--- config.mk ---
export PLATFORM = sky130hd
export DESIGN_NAME = gpm_counter
export DESIGN_NICKNAME = d
export VERILOG_FILES = /design/src/logic/gpm_pkg.sv /design/src/logic/gpm_counter.sv
export SDC_FILE = /design/constraint.sdc
export NUM_CORES = 1
export LEC_CHECK = 0
export ABC_AREA = 1
export BUFFER_PORTS_ARGS = -buffer_cell sky130_fd_sc_hd__buf_2
export CAP_MARGIN = 10
export CORE_UTILIZATION = 45
export CTS_CLUSTER_DIAMETER = 80
export DETAILED_ROUTE_END_ITERATION = 6
export GPL_ROUTABILITY_DRIVEN = 1
export PLACE_DENSITY = 0.72
export SYNTH_ARGS = -nofsm -noshare
export SYNTH_HDL_FRONTEND = slang
export SYNTH_SLANG_ARGS = --single-unit
--- constraint.sdc ---
create_clock -name ref_clk -period 7.9 [get_ports ref_clk]
set_input_delay 0 -clock ref_clk [delete_from_list [all_inputs] [get_ports ref_clk]]
set_output_delay 0 -clock ref_clk [all_outputs]
set_load 0.02 [all_outputs]
--- src/logic/gpm_pkg.sv ---
// constants, types and register map for the gate period measure counter
// assumes a single 10 MHz clock and a plain strobe register port
package gpm_pkg;

   localparam int COUNT_W = 32;
   localparam int ADDR_W = 8;
   localparam int CFG_W = 9;

   localparam logic [ADDR_W-1:0] ADDR_CTRL = 8'h00;
   localparam logic [ADDR_W-1:0] ADDR_STATUS = 8'h04;
   localparam logic [ADDR_W-1:0] ADDR_SAVE = 8'h08;
   localparam logic [ADDR_W-1:0] ADDR_PULSE_N = 8'h0C;
   localparam logic [ADDR_W-1:0] ADDR_PULSE_CTRL = 8'h10;
   localparam logic [ADDR_W-1:0] ADDR_COUNT = 8'h14;

   localparam int CTRL_ARM_BIT = 0;
   localparam int CTRL_DISARM_BIT = 1;
   localparam int CTRL_CFG_LSB = 4;
   localparam int ST_ARMED_BIT = 0;
   localparam int ST_DONE_BIT = 1;
   localparam int ST_OVF_BIT = 2;
   localparam int ST_PG_BUSY_BIT = 3;
   localparam int PG_START_BIT = 0;
   localparam int PG_SRC_LSB = 1;

   localparam logic [COUNT_W-1:0] COUNT_ZERO = 32'h0000_0000;
   localparam logic [COUNT_W-1:0] COUNT_ONE = 32'h0000_0001;

   typedef enum logic [1:0] {
      MODE_PW = 2'h0,
      MODE_PERIOD = 2'h1,
      MODE_SEMI = 2'h2
   } gpm_mode_t;

   // gray along idle -> wait -> count -> done
   typedef enum logic [1:0] {
      ST_IDLE = 2'h0,
      ST_WAIT = 2'h1,
      ST_COUNT = 2'h3,
      ST_DONE = 2'h2
   } gpm_state_t;

   typedef struct packed {
      logic [1:0] gate_sel;
      logic [1:0] src_sel;
      logic src_fall;
      logic gate_low;
      logic buffered;
      gpm_mode_t mode;
   } gpm_cfg_t;

   localparam gpm_cfg_t CFG_RESET = 9'h000;

   typedef struct packed {
      logic [ADDR_W-1:0] addr;
      logic [COUNT_W-1:0] wdata;
      logic wr;
      logic rd;
   } gpm_bus_req_t;

endpackage

--- src/logic/gpm_counter.sv ---
// gate period measure counter: pulse width, period and semi-period capture
// plus a one-shot pulse generator for reciprocal frequency measurement
// assumes all pins synchronous to ref_clk and a non-waiting strobe bus
//
// Contract
// - buffered pulse width latches the count at every trailing gate edge
// - each buffered latched value goes out on the stream in order, except that a push into a stalled full stage overwrites it and sets overflow
// - period runs rising-to-rising or falling-to-falling as configured
// - count rising or falling source edges between the bounding gate edges
// - single period latches at second active edge then holds until read
// - buffered period latches each period end and keeps counting
// - buffered period starts at first active edge, no partial value
// - nothing is measured or latched before arming
// - buffered period and semi-period return zero with no source edge
// - semi-period interval is between any two consecutive gate edges
// - buffered semi-period latches on every gate edge
// - buffered semi-period starts at first gate edge, no partial value
// - single semi-period behaves as single pulse width
// - source selects fast timebase, slow timebase or external terminals
// - gate may come from an external function terminal
// - counter zero makes one pulse lasting n of its source periods
// - counter zero output can drive the measuring counter gate
// - single pulse width counts while active, latches, then ignores edges
// - pulse width measures high or low pulses as configured
// - the count is 32 bits wide
//
// Decided for this implementation: the address map and strobed register access.
`timescale 1ns/1ns
`default_nettype none

module gpm_counter
   import gpm_pkg::*;
(
   input wire logic ref_clk,
   input wire logic reset,
   input wire gpm_bus_req_t bus_req,
   output logic [COUNT_W-1:0] rd_data,
   input wire logic fast_internal_timebase,
   input wire logic slow_timebase,
   input wire logic [3:0] external_function_terminal,
   output logic [COUNT_W-1:0] stream_data,
   output logic stream_valid,
   input wire logic stream_ready,
   output logic counter0_out
);

   ////////////////////////////////////////////////////////////////////////////
   // registers

   gpm_cfg_t cfg_r;
   gpm_state_t state_r;
   gpm_state_t state_nxt;
   logic [COUNT_W-1:0] count_r;
   logic [COUNT_W-1:0] count_nxt;
   logic [COUNT_W-1:0] save_r;
   logic [COUNT_W-1:0] rd_data_r;
   logic [COUNT_W-1:0] stream_data_r;
   logic stream_valid_r;
   logic ovf_r;
   logic src_prev_r;
   logic gate_prev_r;
   logic [COUNT_W-1:0] pg_n_r;
   logic [COUNT_W-1:0] pg_cnt_r;
   logic [1:0] pg_src_sel_r;
   logic pg_busy_r;
   logic pulse_out_r;
   logic pg_prev_r;
   logic latch;

   ////////////////////////////////////////////////////////////////////////////
   // register decode

   wire wr_ctrl = bus_req.wr && (bus_req.addr == ADDR_CTRL);
   wire wr_status = bus_req.wr && (bus_req.addr == ADDR_STATUS);
   wire wr_pulse_n = bus_req.wr && (bus_req.addr == ADDR_PULSE_N);
   wire wr_pulse_ctrl = bus_req.wr && (bus_req.addr == ADDR_PULSE_CTRL);
   wire save_rd = bus_req.rd && (bus_req.addr == ADDR_SAVE);
   wire arm_wr = wr_ctrl && bus_req.wdata[CTRL_ARM_BIT];
   wire disarm_wr = wr_ctrl && bus_req.wdata[CTRL_DISARM_BIT];
   wire ctl_wr = arm_wr || disarm_wr;
   wire gpm_cfg_t cfg_wdata = gpm_cfg_t'(bus_req.wdata[CTRL_CFG_LSB +: CFG_W]);
   wire ovf_clr = wr_status && bus_req.wdata[ST_OVF_BIT];
   wire pg_start = wr_pulse_ctrl && bus_req.wdata[PG_START_BIT] && (pg_n_r != COUNT_ZERO);

   wire [COUNT_W-1:0] status_word;
   assign status_word = {{(COUNT_W-4){1'b0}}, pg_busy_r, ovf_r, state_r == ST_DONE, state_r != ST_IDLE};

   wire [COUNT_W-1:0] rd_mux;
   assign rd_mux = (bus_req.addr == ADDR_CTRL) ? {{(COUNT_W-CFG_W-CTRL_CFG_LSB){1'b0}}, cfg_r, 4'h0} :
                   (bus_req.addr == ADDR_STATUS) ? status_word :
                   (bus_req.addr == ADDR_SAVE) ? save_r :
                   (bus_req.addr == ADDR_PULSE_N) ? pg_n_r :
                   (bus_req.addr == ADDR_PULSE_CTRL) ? {{(COUNT_W-3){1'b0}}, pg_src_sel_r, pg_busy_r} :
                   (bus_req.addr == ADDR_COUNT) ? count_r : COUNT_ZERO;

   ////////////////////////////////////////////////////////////////////////////
   // input selection and edge detection

   wire [3:0] src_cand;
   wire [3:0] gate_cand;
   assign src_cand = {external_function_terminal[1], external_function_terminal[0],
                      slow_timebase, fast_internal_timebase};
   assign gate_cand = {pulse_out_r, external_function_terminal[0],
                       external_function_terminal[3], external_function_terminal[2]};

   wire src_now = src_cand[cfg_r.src_sel];
   wire gate_now = gate_cand[cfg_r.gate_sel];
   // a new pick on the arming write must not look like a gate edge
   wire gate_seed = wr_ctrl ? gate_cand[cfg_wdata.gate_sel] : gate_now;
   wire src_seed = wr_ctrl ? src_cand[cfg_wdata.src_sel] : src_now;
   wire src_hit = cfg_r.src_fall ? (src_prev_r && !src_now) : (!src_prev_r && src_now);
   wire gate_rise = !gate_prev_r && gate_now;
   wire gate_fall = gate_prev_r && !gate_now;
   // active edge: leading edge of the pulse, or the chosen period edge
   wire act_go = cfg_r.gate_low ? gate_fall : gate_rise;
   wire act_end = cfg_r.gate_low ? gate_rise : gate_fall;

   // single semi-period is the pulse width engine
   wire gpm_mode_t eff_mode = (cfg_r.mode == MODE_SEMI && !cfg_r.buffered) ? MODE_PW : cfg_r.mode;
   wire any_edge = gate_rise || gate_fall;
   wire start_ev = (eff_mode == MODE_SEMI) ? any_edge : act_go;
   wire end_ev = (eff_mode == MODE_PW) ? act_end : start_ev;

   ////////////////////////////////////////////////////////////////////////////
   // measurement state machine

   always_comb begin
      state_nxt = state_r;
      count_nxt = count_r;
      latch = 1'b0;
      if (disarm_wr) begin
         state_nxt = ST_IDLE;
      end else if (arm_wr) begin
         state_nxt = ST_WAIT;
         count_nxt = COUNT_ZERO;
      end else begin
         case (state_r)
            ST_IDLE: begin
               state_nxt = ST_IDLE;
            end
            ST_WAIT: begin
               // interval in progress at arm time is skipped
               if (start_ev) begin
                  state_nxt = ST_COUNT;
                  count_nxt = COUNT_ZERO;
               end
            end
            ST_COUNT: begin
               if (end_ev) begin
                  latch = 1'b1;
                  count_nxt = COUNT_ZERO;
                  if (!cfg_r.buffered) begin
                     state_nxt = ST_DONE;
                  end else if (eff_mode == MODE_PW) begin
                     state_nxt = ST_WAIT;
                  end else begin
                     state_nxt = ST_COUNT;
                  end
               end else if (src_hit) begin
                  count_nxt = count_r + COUNT_ONE;
               end
            end
            ST_DONE: begin
               // edges ignored until software collects the value
               if (save_rd) begin
                  state_nxt = ST_IDLE;
               end
            end
            default: begin
               state_nxt = ST_IDLE;
            end
         endcase
      end
   end

   always_ff @(posedge ref_clk) begin
      if (reset) begin
         state_r <= ST_IDLE;
         count_r <= COUNT_ZERO;
         save_r <= COUNT_ZERO;
         src_prev_r <= 1'b0;
         gate_prev_r <= 1'b0;
      end else begin
         state_r <= state_nxt;
         count_r <= count_nxt;
         src_prev_r <= src_seed;
         gate_prev_r <= gate_seed;
         if (latch) begin
            save_r <= count_r;
         end
      end
   end

   ////////////////////////////////////////////////////////////////////////////
   // configuration and bus read

   always_ff @(posedge ref_clk) begin
      if (reset) begin
         cfg_r <= CFG_RESET;
         pg_n_r <= COUNT_ZERO;
         pg_src_sel_r <= 2'h0;
         rd_data_r <= COUNT_ZERO;
      end else begin
         if (wr_ctrl) begin
            cfg_r <= cfg_wdata;
         end
         if (wr_pulse_n) begin
            pg_n_r <= bus_req.wdata;
         end
         if (wr_pulse_ctrl) begin
            pg_src_sel_r <= bus_req.wdata[PG_SRC_LSB +: 2];
         end
         rd_data_r <= bus_req.rd ? rd_mux : COUNT_ZERO;
      end
   end

   ////////////////////////////////////////////////////////////////////////////
   // stream to host memory, one holding stage only

   wire push = latch && cfg_r.buffered;

   always_ff @(posedge ref_clk) begin
      if (reset) begin
         stream_valid_r <= 1'b0;
         stream_data_r <= COUNT_ZERO;
         ovf_r <= 1'b0;
      end else begin
         if (push) begin
            stream_valid_r <= 1'b1;
            stream_data_r <= count_r;
         end else if (stream_ready) begin
            stream_valid_r <= 1'b0;
         end
         // set wins over a clear in the same cycle
         if (push && stream_valid_r && !stream_ready) begin
            ovf_r <= 1'b1;
         end else if (ovf_clr) begin
            ovf_r <= 1'b0;
         end
      end
   end

   ////////////////////////////////////////////////////////////////////////////
   // counter zero one-shot pulse of n source periods

   wire pg_src = src_cand[pg_src_sel_r];
   wire pg_hit = !pg_prev_r && pg_src;
   wire [COUNT_W-1:0] pg_cnt_inc = pg_cnt_r + COUNT_ONE;

   always_ff @(posedge ref_clk) begin
      if (reset) begin
         pg_busy_r <= 1'b0;
         pg_cnt_r <= COUNT_ZERO;
         pulse_out_r <= 1'b0;
         pg_prev_r <= 1'b0;
      end else begin
         pg_prev_r <= pg_src;
         if (pg_start) begin
            pg_busy_r <= 1'b1;
            pg_cnt_r <= COUNT_ZERO;
            pulse_out_r <= 1'b0;
         end else if (pg_busy_r && pg_hit) begin
            // pulse starts on a source edge so its width is whole periods
            if (!pulse_out_r) begin
               pulse_out_r <= 1'b1;
               pg_cnt_r <= COUNT_ZERO;
            end else if (pg_cnt_inc == pg_n_r) begin
               pulse_out_r <= 1'b0;
               pg_busy_r <= 1'b0;
            end else begin
               pg_cnt_r <= pg_cnt_inc;
            end
         end
      end
   end

   assign rd_data = rd_data_r;
   assign stream_data = stream_data_r;
   assign stream_valid = stream_valid_r;
   assign counter0_out = pulse_out_r;
endmodule

`default_nettype wire

==> results.cfg, run 1 <==
[cts]
cts_tree = yes
numCtsBuffers = 25
clock_path_buffers = 3
post_cts.repair.setup_buffers = 0
clk_pin_slew_ps = 60
cts_num_sinks = 212
clk_latency_ps = 550
clock_tree.root_cell = clkbuf_16
htreeDepth = 1

[critical_path]
start_kind = register
reg2reg_from = cfg_r[7]$_SDFFE_PP0N_
r2r_setup_slack_ps = 4000
crit_path_max_fanout = 14
crit_path_start = cfg_r[7]$_SDFFE_PP0N_
arrival_ps = 4320
endpoint_kind = register
worstSetupPathType = reg2reg
r2r-end = count_r[9]$_SDFFE_PP0P_
r2r_cells = 16
worstPathRequired_ps = 8320
crit_path_end = count_r[9]$_SDFFE_PP0P_

[pwr]
internal-power_uw = 1860
peakVddDrop_mv = 0.186
power_frac_seq = 0.450
p_switching_uw = 526
leakage_uw = 0.00518
combPwrFrac = 0.037
clkPwrFrac = 0.513
p_sw_frac = 0.221
powerDensity_nw_per_um2 = 184

[synthesis]
synthXorXnorAreaFrac = 0.0192
synth_top_cells_by_count = 338 x nand2_1, 212 x dfxtp_1, 197 x nor2_1
ys_types = 48
synthesis.area_um2 = 10900
yosysTopAreaCell = dfxtp_1
synth_top_area_frac = 0.391
synth_top_family_by_area = simple AND/OR/NAND/NOR gates
yosysMostFrequentCell = nand2_1
netlist_instances = 1610
synth_simple_gate_area_share = 0.319
yosys_register_bits = 212
synth_mux_area_frac = 0
syn_nets = 1665
synthFlopType = dfxtp_1
ys_seq_area_frac = 0.391
async_reset_ff_frac = 0
avgSynthCellArea_um2 = 6.75
synth_edf_count = 0
synthTopCellsByArea = dfxtp_1 39%, nand2_1 12%, nor2_1 6.8%
synth-compound-area-share = 0.172
ys_warn_count = 0
synth_fa_ha_area_frac = 0.00461

[global_routing]
track_usage = 0.274
grt_pass1_wl_um = 53400
antenna_found_initial = 0
grt.overflow.total = 0
grt_pass1_vias = 10200
grt_max_degree = 79

[timing]
fin_crit_ps = 3900
fin_hold_ws_ps = 53.8
tns_ps = 0
tightest_slew_ps = 1010
slew_headroom = 0.330
skew_ps = 14.1
setup_slack_ps = 4000
min_period_over_period = 0.493
finalSetupViolCount = 0
slew_violations = 0
hold_viol_final = 0
rsz0062_at_grt = false
max_freq_mhz = 257

[layout]
drive_above_1_share = 0.125
insertedDiodeCount = 0
fin_util = 0.550
nNetsFinal = 1791
area_growth_pct = 19.3

[floorplanning]
num_rows = 56
chipHeight_um = 157
ios = 117
initial_utilization = 0.461
die-area_um2 = 24800
design.core.area_um2 = 23500
fp.dieW_um = 157

[run]
drv_cap = 0

[route]
drtIter0Drc = 828
dr.pass1.iters = 5
antenna_left = 0
wl_per_cell_um = 16.1
vias = 11100
drc_errors = 0
vias_per_cell = 5.35
routed_wl_um = 33400

[outcome]
status = finished, final reports clean

[placement]
routabilityCongestion = 0.947
dpl_worst_slack_ps = 4360
portBuffers = 116
dp_hpwl_um = 24000

[hold_path]
hold_path_class = in2reg
what timing repair did:
| item | in CTS | in global routing |
|---|---|---|
| resized for setup | 0 | 0 |
| hold buffers | 43 | 0 |
| endpoints found under the hold margin | 53 | 0 |
worst max-delay path, cell delays in order (launching register included):
cell	delay, ps
dfxtp_1	330
nor2_1	110
inv_1	50
a32oi_1	220
dlygate4sd3_1	580
inv_1	50
ha_1	270
inv_1	60
o21ai_0	120
o21ai_0	450
inv_1	230
nand3_1	170
nand2_1	70
nand2_1	410
inv_1	360
o21ai_0	210
a21oi_1	90
power by group through the flow:
stage,clock [uW],combinational [uW],sequential [uW]
after floorplan,0,37.3,1100
after global placement,0,67.5,1100
after detailed placement,0,68.0,1100
after CTS,1240,84.7,1070
after global routing,1290,95.7,1070
final,1220,87.7,1070
kinds of logic (layout without fill, tap and decap cells):
family | count (synthesis) | in the layout
AOI/OAI and AO/OA | 333 | 333
xor gates and xnor gates | 17 | 17
adders and majority gates | 4 | 4
buffers and inverters | 260 | 404
DFF | 212 | 212
and+or+nand+nor | 784 | 784
flip-flops by register name, indices dropped and copies added, names as in the netlist:
register	flops
cfg_r	9
count_r	32
counter0_out	1
gate_prev_r	1
ovf_r	1
pg_busy_r	1
pg_cnt_r	32
pg_n_r	32
pg_prev_r	1
pg_src_sel_r	2
rd_data	32
save_r	32
src_prev_r	1
state_r	2
stream_data	32
stream_valid	1
metrics by stage:
step	instance area [um2]	std cells	power, uW
final	13000	2073	2380
after global routing	13000	2073	2460
after CTS	12900	2072	2400
after detailed placement	11600	1984	1160
after global placement	11600	1984	1160
after floorplan	10900	1610	1130
metal layers:
layer | routed length [um] | global-route usage | up-vias
li1 | - | - | 5571
met1 | 14900 | 0.372 | 5041
met2 | 15000 | 0.440 | 399
met3 | 2400 | 0.0399 | 81
met4 | 1140 | 0.101 | 0
met5 | 0 | 0 | -
area by class of cell:
class,instances,area (um2)
Clock inverter,15,203
Inverter,190,713
Tap cell,319,399
Fill cell,2323,10600
Clock buffer,30,684
Sequential cell,212,4240
Timing Repair Buffer,169,1110
Multi-Input combinational cell,1138,5610
placed cells by master, fill, tap and decap left out, types with 3 or more instances in the layout:
| master | synthesis | routed |
|---|---|---|
| clkinvlp_4 | 0 | 5 |
| inv_1 | 187 | 186 |
| nor3_2 | 1 | 3 |
| dlygate4sd3_1 | 0 | 43 |
| clkinv_2 | 0 | 5 |
| a211oi_1 | 31 | 31 |
| inv_2 | 2 | 3 |
| ha_1 | 4 | 4 |
| bufinv_16 | 0 | 4 |
| a21oi_1 | 130 | 130 |
| dfxtp_1 | 212 | 212 |
| nand4_1 | 21 | 21 |
| nand3_1 | 129 | 129 |
| buf_2 | 5 | 116 |
| a221oi_1 | 20 | 20 |
| o211ai_1 | 7 | 7 |
| xor2_1 | 10 | 10 |
| o22ai_1 | 3 | 3 |
| xor3_1 | 4 | 4 |
| nor2_1 | 197 | 195 |
| nor2_4 | 6 | 7 |
| o21bai_1 | 3 | 3 |
| buf_4 | 1 | 9 |
| nand2_1 | 338 | 338 |
| xnor2_1 | 3 | 3 |
| nor2_2 | 22 | 23 |
| nor3_1 | 31 | 29 |
| nand2_2 | 4 | 4 |
| clkbuf_16 | 0 | 25 |
| nor4_1 | 13 | 13 |
| o21ai_0 | 131 | 131 |
| and3_1 | 4 | 4 |
| nand3b_1 | 4 | 4 |
| clkbuf_8 | 0 | 4 |
how the worst min path moves through the flow:
stage	from	slack, ps	depth (start not counted)	end
floorplan	bus_req[18]	130	2	pg_n_r[16]$_SDFFE_PP0P_
global placement	stream_ready	270	4	stream_valid$_SDFFE_PP0P_
detailed placement	bus_req[19]	280	3	pg_n_r[17]$_SDFFE_PP0P_
CTS	bus_req[36]	10	5	rd_data[2]$_SDFF_PP0_
global route	bus_req[36]	70	5	rd_data[2]$_SDFF_PP0_
finish	bus_req[36]	50	5	rd_data[2]$_SDFF_PP0_
Note: power is estimated with default switching activity, not from simulation.
==> run 2: changes to the inputs <==
Settings changed: PLACE_DENSITY 0.72 to 0.74.
Clock period 7.9 ns to 3.3 ns, I/O delays scaled along.
==> results.cfg, run 2 (same netlist as run 1, synthesis figures left out) <==
[pwr]
leakage_uw = 0.00524
powerDensity_nw_per_um2 = 430
peakVddDrop_mv = 0.323

[critical_path]
crit_path_end = count_r[16]$_SDFFE_PP0P_
r2r_setup_slack_ps = 260
endpoint_kind = register
reg2reg_from = cfg_r[7]$_SDFFE_PP0N_
worstPathRequired_ps = 3730
r2r_cells = 16
crit_chain = nor2_1 > inv_1 > a32oi_1 > inv_1 > ha_1 > inv_1 > o21ai_0 > o21ai_1 > inv_1 > nand3_1 > o21ai_1 > buf_6 > inv_2 > nand2_2 > o21ai_0 > nor3b_1
crit_path_start = cfg_r[7]$_SDFFE_PP0N_
arrival_ps = 3470
r2r-end = count_r[16]$_SDFFE_PP0P_
start_kind = register
worstSetupPathType = reg2reg
crit_path_max_fanout = 22
crit_path_max_incr_delay_ps = 330
cp_slowest_cell = dfxtp_1
path_common_cell = inv_1

[cts]
cts_tree = yes
clock_tree.root_cell = clkbuf_16
clk_pin_slew_ps = 60
numCtsBuffers = 24
cts_num_sinks = 212
post_cts.repair.setup_buffers = 0
clock_path_buffers = 3
htreeDepth = 1
clk_latency_ps = 520

[placement]
portBuffers = 116
routabilityCongestion = 0.943
dp_hpwl_um = 23900

[timing]
max_freq_mhz = 329
tns_ps = 0
min_period_over_period = 0.921
slew_headroom = 0.502
rsz0062_at_grt = false
skew_ps = 11.9
hold_viol_final = 0
fin_crit_ps = 3040
finalSetupViolCount = 0
slew_violations = 0
tightest_slew_ps = 746

[hold_path]
min_delay_path_depth = 6
hold_path_class = in2reg

[floorplanning]
design.core.area_um2 = 23500
chipHeight_um = 157
fp.dieW_um = 157
die-area_um2 = 24800
num_rows = 56
ios = 117
initial_utilization = 0.461

[route]
antenna_left = 0
wl_per_cell_um = 16.2
drtIter0Drc = 1016
drc_errors = 0
vias = 11300
routed_wl_um = 33700
vias_per_cell = 5.43
dr.pass1.iters = 6

[global_routing]
grt_pass1_wl_um = 53300
grt_max_degree = 65
antenna_found_initial = 0
grt.overflow.total = 0
track_usage = 0.272
grt_pass1_vias = 10500

[layout]
area_growth_pct = 20.2
mostFrequentLayoutCell = nand2_1
insertedDiodeCount = 0
nNetsFinal = 1803
fin_util = 0.554
final_cell_mix = 337 x nand2_1, 212 x dfxtp_1, 195 x nor2_1, 186 x inv_1
drive_above_1_share = 0.128

[run]
drv_cap = 0

[outcome]
status = finished, final reports clean
==> run 2: cell count changes in the layout (fill, tap and decap cells not counted), sizes merged <==
cell	previous run	this run
buf	126	137
clkinvlp	5	1
dlygate4sd3	43	45
inv	190	191
==> run 2: worst max-delay path, delay by kind of cell, from the launching register on <==
| family | cells | cell delay, ps |
|---|---|---|
| buf+inv | 6 | 810 |
| flops | 1 | 330 |
| compound gates | 5 | 870 |
| fa+ha+maj | 1 | 290 |
| simple gates | 4 | 620 |
==> run 2: area by class of cell <==
type,instances,area [um2]
Multi-Input combinational cell,1138,5610
Fill cell,2275,10500
Inverter,190,713
Sequential cell,212,4240
Clock inverter,12,174
Timing Repair Buffer,182,1240
Clock buffer,30,664
Tap cell,319,399
==> run 2: worst min path at each step <==
stage / start / endpoint
detailed placement: bus_req[18] / pg_n_r[16]$_SDFFE_PP0P_
floorplan: bus_req[18] / pg_n_r[16]$_SDFFE_PP0P_
global route: bus_req[39] / pg_src_sel_r[1]$_SDFFE_PP0P_
finish: bus_req[40] / pg_src_sel_r[1]$_SDFFE_PP0P_
CTS: bus_req[39] / pg_src_sel_r[1]$_SDFFE_PP0P_
global placement: bus_req[18] / pg_n_r[16]$_SDFFE_PP0P_
==> run 2: timing repair <==
action	4_1_cts	5_1_grt
setup endpoints to repair	0	9
hold buffers	45	0
gates resized for setup	0	3
endpoints found under the hold margin	54	0
==> run 2: through the flow <==
| step | hold slack (ps) | total power, uW | instances | area, um2 | setup slack (ps) |
|---|---|---|---|---|---|
| after floorplan | 135 | 2710 | 1610 | 10900 | 487 |
| after global placement | 228 | 2790 | 1996 | 11800 | 286 |
| after detailed placement | 232 | 2790 | 1996 | 11800 | 114 |
| after CTS | 27.3 | 5650 | 2083 | 13000 | 94.4 |
| after global routing | 93.0 | 5770 | 2083 | 13100 | 13.2 |
| final | 64.9 | 5620 | 2083 | 13100 | 262 |
==> run 2: power by group <==
group | internal, uW | switching, uW | total [uW]
clock | 1740 | 1100 | 2840
sequential | 2560 | 3.05 | 2570
combinational | 89.0 | 124 | 213
total | 4390 | 1220 | 5620
==> run 2: layer usage <==
| layer | share of wire | GRT usage | vias to the layer above |
|---|---|---|---|
| li1 | - | - | 5596 |
| met1 | 0.43 | 0.359 | 5173 |
| met2 | 0.46 | 0.444 | 464 |
| met3 | 0.079 | 0.0446 | 87 |
| met4 | 0.035 | 0.107 | 0 |
| met5 | 0 | 0 | - |
